$ cat src/rtl/u9m_pkg.sv
// Constants, register map and carrier types for the nine-bit multidrop port control block.
// Assumes a single 25 MHz clock domain and an APB master with 32-bit data.
package u9m_pkg;
  localparam int unsigned CLK_HZ      = 25_000_000;
  localparam int unsigned RX_DELAY_NS = 5;

  // Register indices; byte address is four times the index
  localparam logic [9:0] IDX_MISC  = 10'h0F0;
  localparam logic [9:0] IDX_TXRX  = 10'h0F1;
  localparam logic [9:0] IDX_CFG   = 10'h0F2;
  localparam logic [9:0] IDX_SLAVE = 10'h0F3;
  localparam logic [9:0] IDX_MASK  = 10'h0F4;
  localparam logic [9:0] IDX_BCAST = 10'h0F5;
  localparam logic [9:0] IDX_IRQC  = 10'h0F6;
  localparam logic [9:0] IDX_STAT  = 10'h0F7;

  localparam logic [7:0] RST_MISC  = 8'h00;
  localparam logic [7:0] RST_CFG   = 8'h00;
  localparam logic [7:0] RST_SLAVE = 8'h00;
  localparam logic [7:0] RST_MASK  = 8'hFF;
  localparam logic [7:0] RST_BCAST = 8'hFF;
  localparam logic [1:0] RST_IRQC  = 2'h2;

  // Misc control fields
  localparam int unsigned MISC_NODELAY = 7;
  localparam int unsigned MISC_PULSE   = 6;
  localparam int unsigned MISC_NEWERR  = 5;
  localparam logic [7:0]  MISC_WMASK   = 8'hE3;
  // Nine-bit config fields
  localparam int unsigned CFG_AUTO_RX  = 7;
  localparam int unsigned CFG_CMP_ONLY = 6;
  localparam int unsigned CFG_HOLD2    = 5;
  localparam int unsigned CFG_POL      = 4;
  localparam int unsigned CFG_AUTO_TX  = 3;
  localparam int unsigned CFG_STORE    = 2;
  localparam int unsigned CFG_RS485    = 1;
  localparam int unsigned CFG_NINE     = 0;
  // Interrupt control / status / tx-rx flag fields
  localparam int unsigned IRQC_MATCH   = 1;
  localparam int unsigned IRQC_EN      = 0;
  localparam int unsigned TXRX_SENDADR = 0;
  localparam int unsigned TXRX_ACCEPT  = 1;

  // Baud clock selections
  localparam logic [1:0] CLKSEL_DIV13  = 2'h0;
  localparam logic [1:0] CLKSEL_DIV12  = 2'h1;
  localparam logic [1:0] CLKSEL_DIV1   = 2'h2;
  localparam logic [1:0] CLKSEL_DIV1P6 = 2'h3;

  localparam logic [1:0] HOLD_ONE = 2'h1;
  localparam logic [1:0] HOLD_TWO = 2'h2;

  typedef struct packed {
    logic       ninth;
    logic [7:0] data;
  } u9m_char_t;

  typedef enum logic [1:0] {DIR_IDLE, DIR_SEND, DIR_HOLD} u9m_dir_t;
endpackage

$ cat src/rtl/u9m_ctrl.sv
// Nine-bit multidrop control for the second serial port, with its APB register file.
// Assumes the UART core supplies received characters, transmit status and a bit-time strobe.
module u9m_ctrl
  import u9m_pkg::*;
(
  input  wire logic          clk_sys,          // 25 MHz clock
  input  wire logic          nrst,             // Async reset, active low
  input  wire logic          ce,               // Clock enable, freezes state when low
  input  wire logic          psel,             // APB select
  input  wire logic          penable,          // APB access phase
  input  wire logic          pwrite,           // APB write
  input  wire logic [11:0]   paddr,            // APB byte address
  input  wire logic [31:0]   pwdata,           // APB write data
  output logic      [31:0]   prdata,           // APB read data
  output logic               pready,           // APB ready
  output logic               pslverr,          // APB error on unmapped address
  input  wire logic          rx_valid,         // Received character strobe
  input  wire u9m_char_t     rx_char,          // Received character with ninth bit
  output u9m_char_t          rxf_char,         // Character to receive FIFO
  output logic               rxf_wr,           // Receive FIFO write pulse
  input  wire logic          tx_start,         // Core loads a character
  input  wire logic          tx_busy,          // Core transmitter busy
  input  wire logic          tx_done,          // Character fully sent pulse
  input  wire logic          bit_tick,         // One bit-time strobe
  output logic               tx_ninth,         // Ninth bit for the transmitter
  output logic               tx_ninth_en,      // Parity slot carries address/data mark
  input  wire logic          rts_core,         // Modem-control RTS level from core
  output logic               rts_out,          // RTS pin level
  input  wire logic          err_orig,         // Original receive FIFO error indication
  input  wire logic          err_new,          // Revised receive FIFO error indication
  output logic               rx_err,           // Selected receive FIFO error indication
  input  wire logic          core_irq,         // Base UART interrupt request
  output logic               port_irq,         // Port interrupt line
  output logic               rx_clk_delay,     // Delay receive sample clock by 5 ns
  output logic [1:0]         baud_clk_sel      // Baud clock source select
);

  logic [7:0] misc_q, cfg_q, slave_q, mask_q, bcast_q;
  logic [1:0] irqc_q;
  logic       stat_q, send_addr_q, accept_q, irq_src_q;
  logic       tx_addr_q;
  logic [1:0] hold_q;
  u9m_dir_t   dir_q;

  // APB decode; the slave answers without wait states while ce is high, since pready follows ce
  logic [9:0] idx;
  logic       aligned, mapped, wr_en, setup;
  assign idx     = paddr[11:2];
  assign aligned = (paddr[1:0] == 2'h0);
  always_comb begin
    unique case (idx)
      IDX_MISC, IDX_TXRX, IDX_CFG, IDX_SLAVE, IDX_MASK, IDX_BCAST, IDX_IRQC, IDX_STAT:
        mapped = aligned;
      default: mapped = 1'b0;
    endcase
  end
  assign setup   = ce & psel & ~penable;
  assign wr_en   = ce & psel & penable & pwrite & mapped;
  assign pready  = ce;
  assign pslverr = psel & penable & ~mapped;

  function automatic logic wr_hit(input logic [9:0] which);
    wr_hit = wr_en & (idx == which);
  endfunction

  // Read data is captured in the setup cycle so it comes from a flip-flop
  always_ff @(posedge clk_sys or negedge nrst) begin
    if (!nrst) begin
      prdata <= 32'h0000_0000;
    end else if (setup) begin
      prdata <= 32'h0000_0000;
      if (!pwrite && mapped) begin
        unique case (idx)
          IDX_MISC:  prdata[7:0] <= misc_q;
          IDX_TXRX:  prdata[1:0] <= {accept_q, send_addr_q};
          IDX_CFG:   prdata[7:0] <= cfg_q;
          IDX_SLAVE: prdata[7:0] <= slave_q;
          IDX_MASK:  prdata[7:0] <= mask_q;
          IDX_BCAST: prdata[7:0] <= bcast_q;
          IDX_IRQC:  prdata[1:0] <= irqc_q;
          default:   prdata[0]   <= stat_q;
        endcase
      end
    end
  end

  // Plain configuration registers
  always_ff @(posedge clk_sys or negedge nrst) begin
    if (!nrst) begin
      misc_q  <= RST_MISC;
      cfg_q   <= RST_CFG;
      slave_q <= RST_SLAVE;
      mask_q  <= RST_MASK;
      bcast_q <= RST_BCAST;
      irqc_q  <= RST_IRQC;
    end else begin
      if (wr_hit(IDX_MISC))  misc_q  <= pwdata[7:0] & MISC_WMASK;
      if (wr_hit(IDX_CFG))   cfg_q   <= pwdata[7:0];
      if (wr_hit(IDX_SLAVE)) slave_q <= pwdata[7:0];
      if (wr_hit(IDX_MASK))  mask_q  <= pwdata[7:0];
      if (wr_hit(IDX_BCAST)) bcast_q <= pwdata[7:0];
      if (wr_hit(IDX_IRQC))  irqc_q  <= pwdata[1:0];
    end
  end

  // Static steering from the miscellaneous register
  assign rx_clk_delay = ~misc_q[MISC_NODELAY];
  assign baud_clk_sel = misc_q[1:0];

  always_ff @(posedge clk_sys or negedge nrst) begin
    if (!nrst) begin
      rx_err <= 1'b0;
    end else if (ce) begin
      rx_err <= misc_q[MISC_NEWERR] ? err_new : err_orig;
    end
  end

  // Receive address filter
  logic nine, is_addr, match, irq_evt, pass_data, store_addr;
  assign nine       = cfg_q[CFG_NINE];
  assign is_addr    = nine & rx_char.ninth;
  assign match      = (rx_char.data == bcast_q) |
                      (((rx_char.data ^ slave_q) & mask_q) == 8'h00);
  assign pass_data  = ~is_addr & (~nine | ~cfg_q[CFG_AUTO_RX] | accept_q);
  assign store_addr = is_addr & cfg_q[CFG_STORE];
  assign irq_evt    = ce & rx_valid & is_addr & cfg_q[CFG_AUTO_RX] &
                      (~irqc_q[IRQC_MATCH] | match) & irqc_q[IRQC_EN];

  always_ff @(posedge clk_sys or negedge nrst) begin
    if (!nrst) begin
      rxf_wr   <= 1'b0;
      rxf_char <= '0;
    end else if (ce) begin
      rxf_wr <= rx_valid & (pass_data | store_addr);
      if (rx_valid) rxf_char <= rx_char;
    end
  end

  // Accept flag: hardware update overrides a simultaneous software write
  always_ff @(posedge clk_sys or negedge nrst) begin
    if (!nrst) begin
      accept_q <= 1'b0;
    end else if (ce && rx_valid && is_addr && cfg_q[CFG_AUTO_RX] && !cfg_q[CFG_CMP_ONLY]) begin
      accept_q <= match;
    end else if (wr_hit(IDX_TXRX)) begin
      accept_q <= pwdata[TXRX_ACCEPT];
    end
  end

  // Send-address flag; the hardware clear wins over a same-cycle software write
  always_ff @(posedge clk_sys or negedge nrst) begin
    if (!nrst) begin
      tx_addr_q <= 1'b0;
    end else if (ce && tx_start) begin
      tx_addr_q <= nine & send_addr_q;
    end
  end

  always_ff @(posedge clk_sys or negedge nrst) begin
    if (!nrst) begin
      send_addr_q <= 1'b0;
    end else if (ce && tx_done && tx_addr_q && cfg_q[CFG_AUTO_TX]) begin
      send_addr_q <= 1'b0;
    end else if (wr_hit(IDX_TXRX)) begin
      send_addr_q <= pwdata[TXRX_SENDADR];
    end
  end

  always_ff @(posedge clk_sys or negedge nrst) begin
    if (!nrst) begin
      tx_ninth    <= 1'b0;
      tx_ninth_en <= 1'b0;
    end else if (ce) begin
      tx_ninth_en <= nine;
      tx_ninth    <= nine & send_addr_q;
    end
  end

  // Automatic RS-485 direction: drive while sending, hold 1 or 2 bit times after
  logic auto_dir;
  assign auto_dir = nine & cfg_q[CFG_RS485];
  always_ff @(posedge clk_sys or negedge nrst) begin
    if (!nrst) begin
      dir_q  <= DIR_IDLE;
      hold_q <= 2'h0;
    end else if (ce) begin
      unique case (dir_q)
        DIR_IDLE: if (auto_dir && tx_busy) dir_q <= DIR_SEND;
        DIR_SEND: begin
          if (!tx_busy) begin
            dir_q  <= DIR_HOLD;
            hold_q <= cfg_q[CFG_HOLD2] ? HOLD_TWO : HOLD_ONE;
          end
        end
        DIR_HOLD: begin
          if (tx_busy) begin
            dir_q <= DIR_SEND;
          end else if (bit_tick) begin
            hold_q <= hold_q - 2'h1;
            if (hold_q == HOLD_ONE) dir_q <= DIR_IDLE;
          end
        end
      endcase
    end
  end

  logic sending;
  assign sending = (dir_q != DIR_IDLE);
  always_ff @(posedge clk_sys or negedge nrst) begin
    if (!nrst) begin
      rts_out <= 1'b0;
    end else if (ce) begin
      rts_out <= auto_dir ? (sending ^ cfg_q[CFG_POL]) : rts_core;
    end
  end

  // Nine-bit status; a new event wins over a software clear in the same cycle
  always_ff @(posedge clk_sys or negedge nrst) begin
    if (!nrst) begin
      stat_q <= 1'b0;
    end else if (irq_evt) begin
      stat_q <= 1'b1;
    end else if (wr_hit(IDX_STAT)) begin
      stat_q <= pwdata[0];
    end
  end

  // Pulse mode lets several ports share one line by signalling edges only
  logic irq_src;
  assign irq_src = core_irq | (stat_q & irqc_q[IRQC_EN]);
  always_ff @(posedge clk_sys or negedge nrst) begin
    if (!nrst) begin
      irq_src_q <= 1'b0;
      port_irq  <= 1'b0;
    end else if (ce) begin
      irq_src_q <= irq_src;
      port_irq  <= misc_q[MISC_PULSE] ? (irq_src & ~irq_src_q) : irq_src;
    end
  end
endmodule

$ cat config.mk
export PLATFORM = sky130hd
export DESIGN_NAME = u9m_ctrl
export DESIGN_NICKNAME = d
export VERILOG_FILES = /design/src/rtl/u9m_pkg.sv /design/src/rtl/u9m_ctrl.sv
export SDC_FILE = /design/constraint.sdc
export NUM_CORES = 1
export LEC_CHECK = 0
export BUFFER_PORTS_ARGS = -buffer_cell sky130_fd_sc_hd__buf_2
export CAP_MARGIN = 20
export CORE_ASPECT_RATIO = 2
export CORE_MARGIN = 2
export CORE_UTILIZATION = 46
export DETAILED_ROUTE_END_ITERATION = 7
export HOLD_SLACK_MARGIN = 0.12
export PLACE_DENSITY_LB_ADDON = 0.3
export SYNTH_ARGS = -nofsm -noshare
export SYNTH_HDL_FRONTEND = slang
export SYNTH_SLANG_ARGS = --single-unit
$ cat constraint.sdc
create_clock -name clk_sys -period 1.3 [get_ports clk_sys]
set_clock_uncertainty 0.1 [all_clocks]
set_input_delay 0.13 -clock clk_sys [delete_from_list [all_inputs] [get_ports clk_sys]]
set_output_delay 0.13 -clock clk_sys [all_outputs]
set_load 0.03 [all_outputs]
==> reports/results.env, run 1 <==
CLKSLEWWORSTSETUPHOLDPATHS_NS=0.05
ENDPOINT_KIND='flop'
FINALWIRELENGTH_UM=10460
SYNTH_EDF_COUNT=0
RSZ0062_AT_GRT='true'
NUMPORTBUFFERS=71
CORE_AREA_UM2=8174
POWER.DENSITY_nW_PER_UM2=962.7
TOP_FANOUT_VALUE_ON_THE_CRITICAL_PATH=2
SYNTH-SEQ-AREA-SHARE_PCT=46.98
TIMING.CRITICAL_PATH.CELLS='xor2_1, a22o_1, a221oi_2, a31oi_2, o211ai_1'
POST_LAYOUT_NET_COUNT=574
SYNTH_AREA_PER_CELL_UM2=11.29
YOSYSWARNINGCOUNT=0
MET2ROUTEDLENGTH_UM=5966
ANTENNA_VIOLATING_NETS_POST_ROUTE=0
TOP_SIGNAL_LAYER_USED='met4'
INITIAL_CORE_UTIL_PCT=46.82
FMAXACHIEVABLE_GHz=0.6300
HOLD-WORST-SLACK_NS=0.1572
NUMBER_OF_BUFFERS_CREATED_BY_CTS=9
HOLD_PATH_CLASS='in2reg'
GRT_MAX_DEGREE=72
CAP_VIOLATIONS=0
FINAL_MAX_SLEW_VIOL_COUNT=0
DIODES=0
SYN-CELL-AREA_UM2=3827
CRIT_PATH_CLASS='reg2reg'
SYNTHFLOPTYPE='dfrtp_1'
DIE-WIDTH_UM=68.50
TIMING.FINAL.SETUP_VIOLATIONS=25
SYN-INSTANCE-COUNT=339
CTSLONGESTPATHBUFFERS=2
CP_SLOWEST_CELL='dfrtp_1'
HOLD_DEPTH=5
DRT_FIRST_PASS_ITERS=5
GR-TOTAL-OVERFLOW=0
SYNTH_CELL_TYPE_COUNT=45
FP-ROW-COUNT=47
HTREE_LEVELS=3
DRT-MET1-WL_UM=3830
GP_ROUTABILITY_CONGESTION=0.8586
REGAREA_UM2=1800
VIOLATIONS_IN_THE_FINAL_REPORTS='setup timing'
AREA_OVERHEAD_OF_THE_LAYOUT_RELATIVE_TO_SYNTHESIS_PCT=45.08
TOTAL_VIA_COUNT_IN_THE_ROUTED_DESIGN=3157
TOTAL_LEAKAGE_POWER_nW=2.612
CRIT_ARRIVAL_NS=1.73
DESIGN.DIE.AREA_UM2=9111
RUN_STATUS='complete, but fails checks'
DPL.HPWL_UM=7618
AREA_OCCUPIED_BY_MULTI_INPUT_GATES_UM2=2079
CTS_TREE='built'
GRT_ANTENNA_BEFORE_REPAIR=0
GRT_PASS1_WL_UM=16510
SHARE_OF_POST_ROUTE_CELLS_WITH_DRIVE_STRENGTH_ABOVE_1_PCT=52.94
NUMBER_OF_GLOBAL_ROUTE_VIAS_BEFORE_REPAIR=3206
WORST_SKEW_PAIR_LATER_PIN_LATENCY_NS=0.33
CTSROOTBUFFERMASTER='clkbuf_16'
DP_SLACK_NS=-0.4463
MET3WIRELENGTH_UM=331
OVERALL_GLOBAL_ROUTING_RESOURCE_USAGE_PCT=24.86
POSTSYNTHREGISTERBITS=71
START_KIND='flop'
DETAIL_ROUTE.VIAS_PER_CELL=5.192
WORSTPATHREQUIRED_NS=1.45
POST_DRT_WL_PER_CELL_UM=17.20
CLKSINKCOUNT=71
FINAL.MIN_CLOCK_PERIOD_NS=1.587
SYNTHARSTFLOPSHARE_PCT=100.0
FINAL.SETUP.WORST_SLACK_NS=-0.2872
BOUNDARYPINS=120
WORST_R2R_PATH_DEPTH=5
VDD_IR_DROP_MAX_mV=0.8321
NFILLCELLS=649
RRSETUPSLACK_NS=-0.29
DIE_H_UM=133
FINAL-HOLD-VIOLATION-COUNT=0
POST-ROUTE-DRC-COUNT=0
CRIT_PATH_MAX_INCR_DELAY_NS=0.40
SETUP_TNS_NS=-2.720
FINAL_MIN_PERIOD_OVER_CLOCK_PERIOD_PCT=122.1
DETAIL_ROUTE.ITER0.VIOLATIONS=195
cell usage in the layout, fill, tap and decap left out, types with 4 or more instances in the layout:
| cell type | synthesis | routed |
|---|---|---|
| dlygate4sd3_1 | 0 | 27 |
| buf_2 | 4 | 68 |
| clkbuf_16 | 0 | 9 |
| xnor2_1 | 8 | 8 |
| o21ai_1 | 0 | 11 |
| dfrtp_1 | 54 | 52 |
| nor2_1 | 21 | 18 |
| nand2_1 | 20 | 19 |
| buf_6 | 0 | 8 |
| buf_4 | 28 | 62 |
| mux2i_1 | 13 | 13 |
| a21oi_1 | 16 | 13 |
| nor2b_1 | 7 | 4 |
| dfstp_2 | 17 | 17 |
| conb_1 | 1 | 24 |
| nand3_1 | 11 | 9 |
| a22oi_1 | 6 | 4 |
| mux2_2 | 57 | 34 |
| mux2_4 | 0 | 23 |
| xor2_1 | 9 | 9 |
| o21ai_0 | 21 | 8 |
| buf_12 | 0 | 5 |
sequential cells by signal, indices dropped and copies added, names as in the netlist:
signal / flops
stat_q: 1
port_irq: 1
rts_out: 1
accept_q: 1
irq_src_q: 1
rxf_char: 9
rx_err: 1
send_addr_q: 1
tx_addr_q: 1
rxf_wr: 1
tx_ninth: 1
cfg_q: 8
hold_q: 2
misc_q: 5
tx_ninth_en: 1
irqc_q: 2
slave_q: 8
prdata: 8
bcast_q: 8
dir_q: 2
mask_q: 8
worst max-delay path, delay by kind of cell, from the launching register on:
kind / cells / cell delay, ns
compound gates: 4 / 0.85
xor+xnor: 1 / 0.15
flops: 1 / 0.40
synthesized netlist by cell type (all sizes together) (8+ instances only):
cell type	count	area (µm²)
xor2	9	78.83
xnor2	8	70.07
buf	32	230.2
mux2	57	641.9
mux2i	13	130.1
nor2	21	78.83
a21oi	16	80.08
nand3	13	75.07
nand2	20	75.07
dfrtp	54	1351
dfstp	17	446.7
o21ai	21	105.1
logic make-up (layout without fill, tap and decap cells):
group | after synthesis | after routing | synth area share [%]
simple gates | 83 | 83 | 12.81
flops | 71 | 71 | 46.98
buf+inv | 42 | 190 | 6.996
fa+ha+maj | 1 | 1 | 0.3269
xor+xnor | 17 | 17 | 3.890
mux | 71 | 71 | 20.76
other cells | 1 | 24 | 0.09798
compound gates | 53 | 53 | 8.140
per-layer routing:
layer / vias up / track usage [%]
met3: 21 / 4.422
met4: 0 / 10.78
met5: - / 0
met1: 1555 / 27.83
met2: 89 / 43.75
li1: 1492 / -
final timing paths:
check                           startpoint          end
worst min register to register    tx_ninth     tx_ninth
worst max register to register  slave_q[7]       stat_q
worst max-delay path            slave_q[7]       stat_q
worst min-delay path                pwrite    prdata[5]
min in group asynchronous             nrst  rxf_char[7]
max in group asynchronous             nrst    mask_q[2]
per-stage QoR:
step	utilization [%]	power, W	instances	area, µm²
3_3_place_gp	58.12	0.003039	558	4751
6_report	67.93	0.005346	608	5553
5_1_grt	67.93	0.005545	608	5553
3_5_place_dp	58.12	0.003052	558	4751
2_1_floorplan	-	0.002787	362	3993
4_1_cts	66.39	0.005385	603	5426
cell type report:
cell class | instances | share of cell area [%]
clock buffers | 13 | 4.507
inverters | 4 | 0.2704
flip-flops and latches | 71 | 32.42
repair buffers | 170 | 22.80
clock inverters | 3 | 0.3380
multi-input cells | 249 | 37.45
well taps | 98 | 2.208
power by group:
part,total [W],switching (W),internal [W]
clock network,0.00224,0.000900,0.00134
logic,0.000806,0.000492,0.000314
registers,0.00230,0.0000274,0.00227
what timing repair did:
item / CTS / global route
hold buffers: 27 / 0
setup buffers: 4 / 6
resized for setup: 42 / 25
pin swaps: 16 / 15
endpoints found under the setup margin: 45 / 53
endpoints found under the hold margin: 129 / 0
Power figures use the tool's default switching activity.
==> run 2, diff against run 1 <==
Settings changed: BUFFER_PORTS_ARGS -buffer_cell sky130_fd_sc_hd__buf_2 to -buffer_cell sky130_fd_sc_hd__buf_4, CORE_ASPECT_RATIO 2 to 0.6, CORE_UTILIZATION 46 to 55.
Clock period 1.3 ns to 1.96 ns, I/O delays scaled along.
==> run 2 against run 1 <==
Net effect: the run now ends clean; combinational power down 36%; die area down 16%; first-iteration DRC count down 4.1%; register-to-register slack better by 0.64 ns; clock power down 12%; highest routed layer unchanged; final cell count down 13%; worst setup slack better by 0.49 ns; sequential share of layout area up 3.3 points; sequential power down 33%; flip-flop and latch count unchanged; worst hold slack better by 0.0025 ns; critical path depth up 2.
==> reports/results.env, run 2 (synthesis results as in run 1) <==
RUN_STATUS='finished clean'
FINAL_MIN_PERIOD_OVER_CLOCK_PERIOD_PCT=89.77
HTREE_LEVELS=3  # unchanged
TIMING.CRITICAL_PATH.DEPTH=7  # +2
ANTENNA_VIOLATING_NETS_POST_ROUTE=0  # unchanged
CRIT_PATH_MAX_INCR_DELAY_NS=0.54  # +0.14 ns
HOLD_DEPTH=4  # -1
CORE_AREA_UM2=6705  # -18%
WORST_SKEW_PAIR_LATER_PIN_LATENCY_NS=0.33  # about the same
CELL_FAMILY_CONTRIBUTING_THE_MOST_DELAY_ON_THE_CRITICAL_PATH='compound AO/OA/AOI/OAI gates'
POST_LAYOUT_NET_COUNT=509  # -11%
DIODES=0  # unchanged
GRT_MAX_DEGREE=46  # -36%
OVERALL_GLOBAL_ROUTING_RESOURCE_USAGE_PCT=27.21  # +2.4 points
FINAL-HOLD-VIOLATION-COUNT=0  # unchanged
DETAIL_ROUTE.VIAS_PER_CELL=5.588  # +7.6%
POST-PLACE-CELLS=489  # -12%
CLKSINKCOUNT=71  # unchanged
POST_DRT_WL_PER_CELL_UM=18.34  # +6.7%
WORST_R2R_PATH_DEPTH=5  # unchanged
GRT_PASS1_WL_UM=15710  # -4.8%
TIMING.FINAL.SETUP_VIOLATIONS=0  # -100%
FINAL.SETUP.WORST_SLACK_NS=0.2004  # +0.4877 ns
REGAREA_UM2=1798  # -0.14%
POST-ROUTE-DRC-COUNT=0  # unchanged
ENDPOINT_KIND='flop'
POST_LAYOUT_NONFILLER_INSTANCES=532  # -13%
NUMBER_OF_GLOBAL_ROUTE_VIAS_BEFORE_REPAIR=2972  # -7.3%
FP-ROW-COUNT=23  # -51%
FINAL_MAX_SLEW_VIOL_COUNT=0  # unchanged
MOST-COMMON-LAYOUT-CELLS='buf_4, mux2_2, dfrtp_1'
SETUP_TNS_NS=0  # +2.720 ns
RELATIVE_SLEW_SLACK_PCT=64.57
CAP_VIOLATIONS=0  # unchanged
FINAL.MIN_CLOCK_PERIOD_NS=1.760
SHARE_OF_POST_ROUTE_CELLS_WITH_DRIVE_STRENGTH_ABOVE_1_PCT=40.00  # -13 points
TOP_FANOUT_VALUE_ON_THE_CRITICAL_PATH=3  # +1
NFILLCELLS=436  # -33%
FINAL_UTIL_PCT=74.98  # +7.0 points
DIE_H_UM=68.62  # -48%
POWER.DENSITY_nW_PER_UM2=799.8  # -17%
POST-CTS-SETUP-BUFFERS=0  # -4
DRT_FIRST_PASS_ITERS=4  # -1
GR-TOTAL-OVERFLOW=0  # unchanged
CTSROOTBUFFERMASTER='clkbuf_16'
DIE-WIDTH_UM=111.7  # +63%
DP_SLACK_NS=0.08707  # +0.5333 ns
TOTAL_POWER_W=0.004021  # -25%
RSZ0062_AT_GRT='false'
LARGEST-REGISTER='rxf_char'
LARGEST_REG_FLOPS=9  # unchanged
CRIT_ARRIVAL_NS=1.90  # +0.17 ns
INITIAL_CORE_UTIL_PCT=57.08  # +10 points
GP_ROUTABILITY_CONGESTION=0.8603  # +0.20%
CP_SLOWEST_CELL='dlygate4sd3_1'
CRIT_PATH_CLASS='in2reg'
WORSTPATHBUFFERINVERTERCOUNT=2  # +2
TOTAL_LEAKAGE_POWER_nW=2.312  # -11%
VDD_IR_DROP_MAX_mV=0.5333  # -36%
NUMBER_OF_BUFFERS_CREATED_BY_CTS=9  # unchanged
FINALWIRELENGTH_UM=9759  # -6.7%
TRANSITION_TIME_AT_THE_PIN_WITH_THE_LEAST_SLEW_MARGIN_NS=0.5302
GRT_ANTENNA_BEFORE_REPAIR=0  # unchanged
NUMPORTBUFFERS=71  # unchanged
TOTAL_VIA_COUNT_IN_THE_ROUTED_DESIGN=2973  # -5.8%
CTS_TREE='built'
DETAIL_ROUTE.ITER0.VIOLATIONS=187  # -4.1%
WORSTPATHREQUIRED_NS=2.10  # +0.65 ns
FMAXACHIEVABLE_GHz=0.5683
AREA_OVERHEAD_OF_THE_LAYOUT_RELATIVE_TO_SYNTHESIS_PCT=31.35
AREA_OCCUPIED_BY_MULTI_INPUT_GATES_UM2=1848  # -11%
LAYOUT.CELLS.MOST_COMMON='buf_4'
CTSLONGESTPATHBUFFERS=2  # unchanged
CLKSLEWWORSTSETUPHOLDPATHS_NS=0.05  # about the same
BOUNDARYPINS=120  # unchanged
TIMING.CRITICAL_PATH.CELLS='dlygate4sd3_1, buf_4, xor2_1, a22o_1, a221oi_1, a31oi_1, o211ai_1'
DESIGN.DIE.AREA_UM2=7664  # -16%
HOLD_PATH_CLASS='in2reg'
START_KIND='input port'
DPL.HPWL_UM=6577  # -14%
run 2: report_power, final:
group | total, W | switching, W | internal [W]
Combinational | 0.000513 | 0.000309 | 0.000204
Clock | 0.00198 | 0.000610 | 0.00137
Sequential | 0.00153 | 0.0000217 | 0.00151
run 2: cell type report:
| cell class | instances | share of cell area [%] |
|---|---|---|
| timing repair buffer | 105 | 17.82 |
| multi-input combinational | 249 | 36.76 |
| clock inverter | 6 | 2.638 |
| tap | 87 | 2.165 |
| inverter | 4 | 0.2987 |
| clock buffer | 10 | 4.555 |
| sequential | 71 | 35.76 |
run 2: through the flow:
| step | hold WS (ns) | cell area [µm²] |
|---|---|---|
| 2_1_floorplan | -0.1996 | 3914 |
| 3_3_place_gp | 0.04015 | 4393 |
| 3_5_place_dp | 0.03911 | 4393 |
| 4_1_cts | 0.1517 | 5025 |
| 5_1_grt | 0.1996 | 5027 |
| 6_report | 0.1598 | 5027 |
run 2: repair_timing:
item / 4_1_cts / 5_1_grt
hold endpoints to repair: 112 / 0
endpoints found under the setup margin: 0 / 21
hold buffers: 27 / 0
resized for setup: 0 / 1
run 2: metal layers:
layer	wire length [µm]	track usage (%)	up-vias
li1	-	-	1372
met1	4349	36.74	1448
met2	4448	44.24	143
met3	880	7.343	10
met4	80	7.562	0
met5	0	0	-
run 2: path summary, 6_finish.rpt:
path	from	to	slack [ns]
min reg2reg	prdata[7]	prdata[7]	0.38
max reg2reg	slave_q[7]	stat_q	0.35
min in group asynchronous	nrst	prdata[3]	0.23
min	bit_tick	dir_q[1]	0.16
max in group asynchronous	nrst	mask_q[1]	0.91
max	rx_char[7]	stat_q	0.20
run 2: worst min-delay path: stages:
cell	delay, ns
buf_4	0.09
a211oi_1	0.05
o21ai_0	0.12
o21ai_0	0.08
==> run 3, diff against run 2 <==
Settings changed: CELL_PAD_IN_SITES_DETAIL_PLACEMENT set to 1, CELL_PAD_IN_SITES_GLOBAL_PLACEMENT set to 2, CORE_UTILIZATION 55 to 34, GPL_TIMING_DRIVEN set to 0.
==> run 3 against run 2 <==
Net effect: sequential power barely moved; critical path depth fell by 2; sequential share of layout area fell by 1.2 points; first-iteration DRC count fell by 7.5%; worst setup slack improved by 0.026 ns; count of clock-buffer cells in the layout did not move; combinational power rose by 8.8%; non-clock buffer count rose by 30; clock power fell by 12%; critical path type unchanged.
==> reports/results.env, run 3 (synthesis results as in run 1) <==
RUN_STATUS='finished clean'
POST_LAYOUT_NET_COUNT=539  # +5.9%
LAUNCH_INSTANCE_OF_THE_WORST_MIN_DELAY_PATH='ce'
CRIT_ARRIVAL_NS=1.85  # -0.05 ns
DETAIL_ROUTE.VIAS_PER_CELL=4.953  # -11%
MET2ROUTEDLENGTH_UM=4868  # +9.4%
DRT_FIRST_PASS_ITERS=4  # unchanged
WORSTPATHREQUIRED_NS=2.08  # -0.02 ns
POST-CTS-SETUP-BUFFERS=0  # unchanged
AREA_OVERHEAD_OF_THE_LAYOUT_RELATIVE_TO_SYNTHESIS_PCT=35.96
TOP_FANOUT_VALUE_ON_THE_CRITICAL_PATH=8  # +5
DPL.HPWL_UM=8193  # +25%
BEGINNING_OF_THE_WORST_REGISTER_TO_REGISTER_PATH='cfg_q[1]'
CTSLONGESTPATHBUFFERS=2  # unchanged
TRANSITION_TIME_AT_THE_PIN_WITH_THE_LEAST_SLEW_MARGIN_NS=0.9276  # +0.3974 ns
CELL_FAMILY_CONTRIBUTING_THE_MOST_DELAY_ON_THE_CRITICAL_PATH='simple AND/OR/NAND/NOR gates'
MOST-COMMON-LAYOUT-CELLS='buf_4, mux2_2, dfrtp_1'
SETUP_TNS_NS=0  # unchanged
TOTAL_LEAKAGE_POWER_nW=2.404  # +4.0%
FINAL_MAX_SLEW_VIOL_COUNT=0  # unchanged
CP_SLOWEST_CELL='nor3b_4'
HOLD_PATH_CLASS='in2reg'
FINALWIRELENGTH_UM=11220  # +15%
BOUNDARYPINS=120  # unchanged
DETAIL_ROUTE.ITER0.VIOLATIONS=173  # -7.5%
POST_DRT_WL_PER_CELL_UM=18.27  # -0.40%
WORSTPATHBUFFERINVERTERCOUNT=1  # -1
ANTENNA_VIOLATING_NETS_POST_ROUTE=0  # unchanged
START_KIND='input port'
CTSRESIZECOUNT=0  # unchanged
DP_SLACK_NS=-0.1394  # -0.2264 ns
GR-TOTAL-OVERFLOW=0  # unchanged
HOLD_DEPTH=4  # unchanged
INITIAL_CORE_UTIL_PCT=35.52  # -22 points
FINAL.SETUP.WORST_SLACK_NS=0.2264  # +0.02597 ns
DIE_H_UM=86.19  # +26%
TOTAL_VIA_COUNT_IN_THE_ROUTED_DESIGN=3041  # +2.3%
TIMING.FINAL.SETUP_VIOLATIONS=0  # unchanged
GRT_ANTENNA_BEFORE_REPAIR=0  # unchanged
WORST_SKEW_PAIR_LATER_PIN_LATENCY_NS=0.34  # about the same
DRT-MET1-WL_UM=5531  # +27%
FMAXACHIEVABLE_GHz=0.5768  # +1.5%
WHS_ENDPOINT='tx_addr_q'
RRSETUPSLACK_NS=0.36  # about the same
LAYOUT.CELLS.MOST_COMMON='buf_4'
CTS_TREE='built'
CRIT_PATH_MAX_INCR_DELAY_NS=0.59  # +0.05 ns
ENDPOINT_KIND='flop'
HTREE_LEVELS=3  # unchanged
CLKSLEWWORSTSETUPHOLDPATHS_NS=0.05  # about the same
DIE-WIDTH_UM=141.0  # +26%
CORE_AREA_UM2=10780  # +61%
TOP_SIGNAL_LAYER_USED='met4'
CTSROOTBUFFERMASTER='clkbuf_16'
CRIT-REG2REG-CAPTURE='prdata[1]'
OVERALL_GLOBAL_ROUTING_RESOURCE_USAGE_PCT=19.43  # -7.8 points
RSZ0062_AT_GRT='false'
CAP_VIOLATIONS=0  # unchanged
LARGEST_REG_FLOPS=9  # unchanged
NUMBER_OF_GLOBAL_ROUTE_VIAS_BEFORE_REPAIR=3193  # +7.4%
TIMING.CRITICAL_PATH.CELLS='buf_4, and4bb_2, nand4_4, nor3b_4, mux2_2'
CRIT_PATH_CLASS='in2reg'
LARGEST-REGISTER='rxf_char'
VDD_IR_DROP_MAX_mV=0.4221  # -21%
FINAL_MIN_PERIOD_OVER_CLOCK_PERIOD_PCT=88.45  # -1.3 points
DIODES=0  # unchanged
FINAL.MIN_CLOCK_PERIOD_NS=1.734  # -0.02597 ns
FP-ROW-COUNT=29  # +26%
WORST_R2R_PATH_DEPTH=4  # -1
CLKSINKCOUNT=71  # unchanged
FINAL-HOLD-VIOLATION-COUNT=0  # unchanged
MET3WIRELENGTH_UM=737  # -16%
GP_ROUTABILITY_CONGESTION=0.8427  # -2.0%
NUMPORTBUFFERS=68  # -4.2%
POWER.DENSITY_nW_PER_UM2=736.0  # -8.0%
DESIGN.DIE.AREA_UM2=12150  # +59%
HOLD-WORST-SLACK_NS=0.1322  # -0.02760 ns
GRT_MAX_DEGREE=72  # +57%
NUMBER_OF_BUFFERS_CREATED_BY_CTS=9  # unchanged
GRT_PASS1_WL_UM=17720  # +13%
RELATIVE_SLEW_SLACK_PCT=38.16  # -26 points
POST-ROUTE-DRC-COUNT=0  # unchanged
SHARE_OF_POST_ROUTE_CELLS_WITH_DRIVE_STRENGTH_ABOVE_1_PCT=42.11  # +2.1 points
run 3: cell count changes in the layout (fill, tap and decap cells not counted), sizes merged:
cell          before  now
clkbuf            10   16
buf               78  100
clkinv             1    3
dlygate4sd3       26   29
bufinv             4    2
dlymetal6s4s       1    0
run 3: layout make-up:
| cell class | instances | area, µm² |
|---|---|---|
| plain buffers | 38 | 252.7 |
| clock buffers | 10 | 229.0 |
| clock inverters | 6 | 86.33 |
| fillers | 1172 | 5573 |
| inverters | 4 | 15.01 |
| multi-input cells | 249 | 1848 |
| flip-flops and latches | 71 | 1798 |
| well taps | 139 | 173.9 |
| repair buffers | 97 | 800.8 |
run 3: what timing repair did:
item                                    CTS  global route
endpoints found under the hold margin   113             0
hold buffers                             29             0
endpoints found under the setup margin    0             0
run 3: through the flow:
| stage | cells | total power, W | utilization [%] | area, µm² |
|---|---|---|---|---|
| floorplan | 362 | 0.001842 | - | 3914 |
| finish | 614 | 0.003830 | 48.29 | 5204 |
| detailed placement | 569 | 0.002062 | 42.67 | 4598 |
| global route | 614 | 0.003977 | 48.29 | 5204 |
| global placement | 569 | 0.002053 | 42.67 | 4598 |
| CTS | 614 | 0.003875 | 48.29 | 5204 |
run 3: how the worst max path moves through the flow:
stage,start,endpoint,slack (ns),cells after the start
final,paddr[10],cfg_q[0],0.23,5
after global placement,paddr[10],cfg_q[0],-0.12,5
after floorplan,ce,cfg_q[0],0.26,5
after global routing,paddr[10],cfg_q[0],0.14,5
after CTS,paddr[10],cfg_q[0],0.21,5
after detailed placement,paddr[10],cfg_q[4],-0.14,5
run 3: power by group:
| group | switching, W | internal, W | total (W) |
|---|---|---|---|
| combinational | 0.000323 | 0.000235 | 0.000558 |
| clock | 0.000633 | 0.00111 | 0.00174 |
| sequential | 0.0000207 | 0.00151 | 0.00153 |
| total | 0.000977 | 0.00285 | 0.00383 |
run 3: worst register-to-register path, delay by kind of cell, from the launching register on:
family	cells	cell delay, ns
simple gates	1	0.12
compound gates	2	0.38
flops	1	0.41
mux	1	0.48
run 3: routing by layer:
| metal | up-vias | global-route usage, % |
|---|---|---|
| met3 | 11 | 4.807 |
| met4 | 0 | 5.091 |
| met2 | 83 | 28.91 |
| met1 | 1522 | 28.43 |
| li1 | 1425 | - |
| met5 | - | 0 |
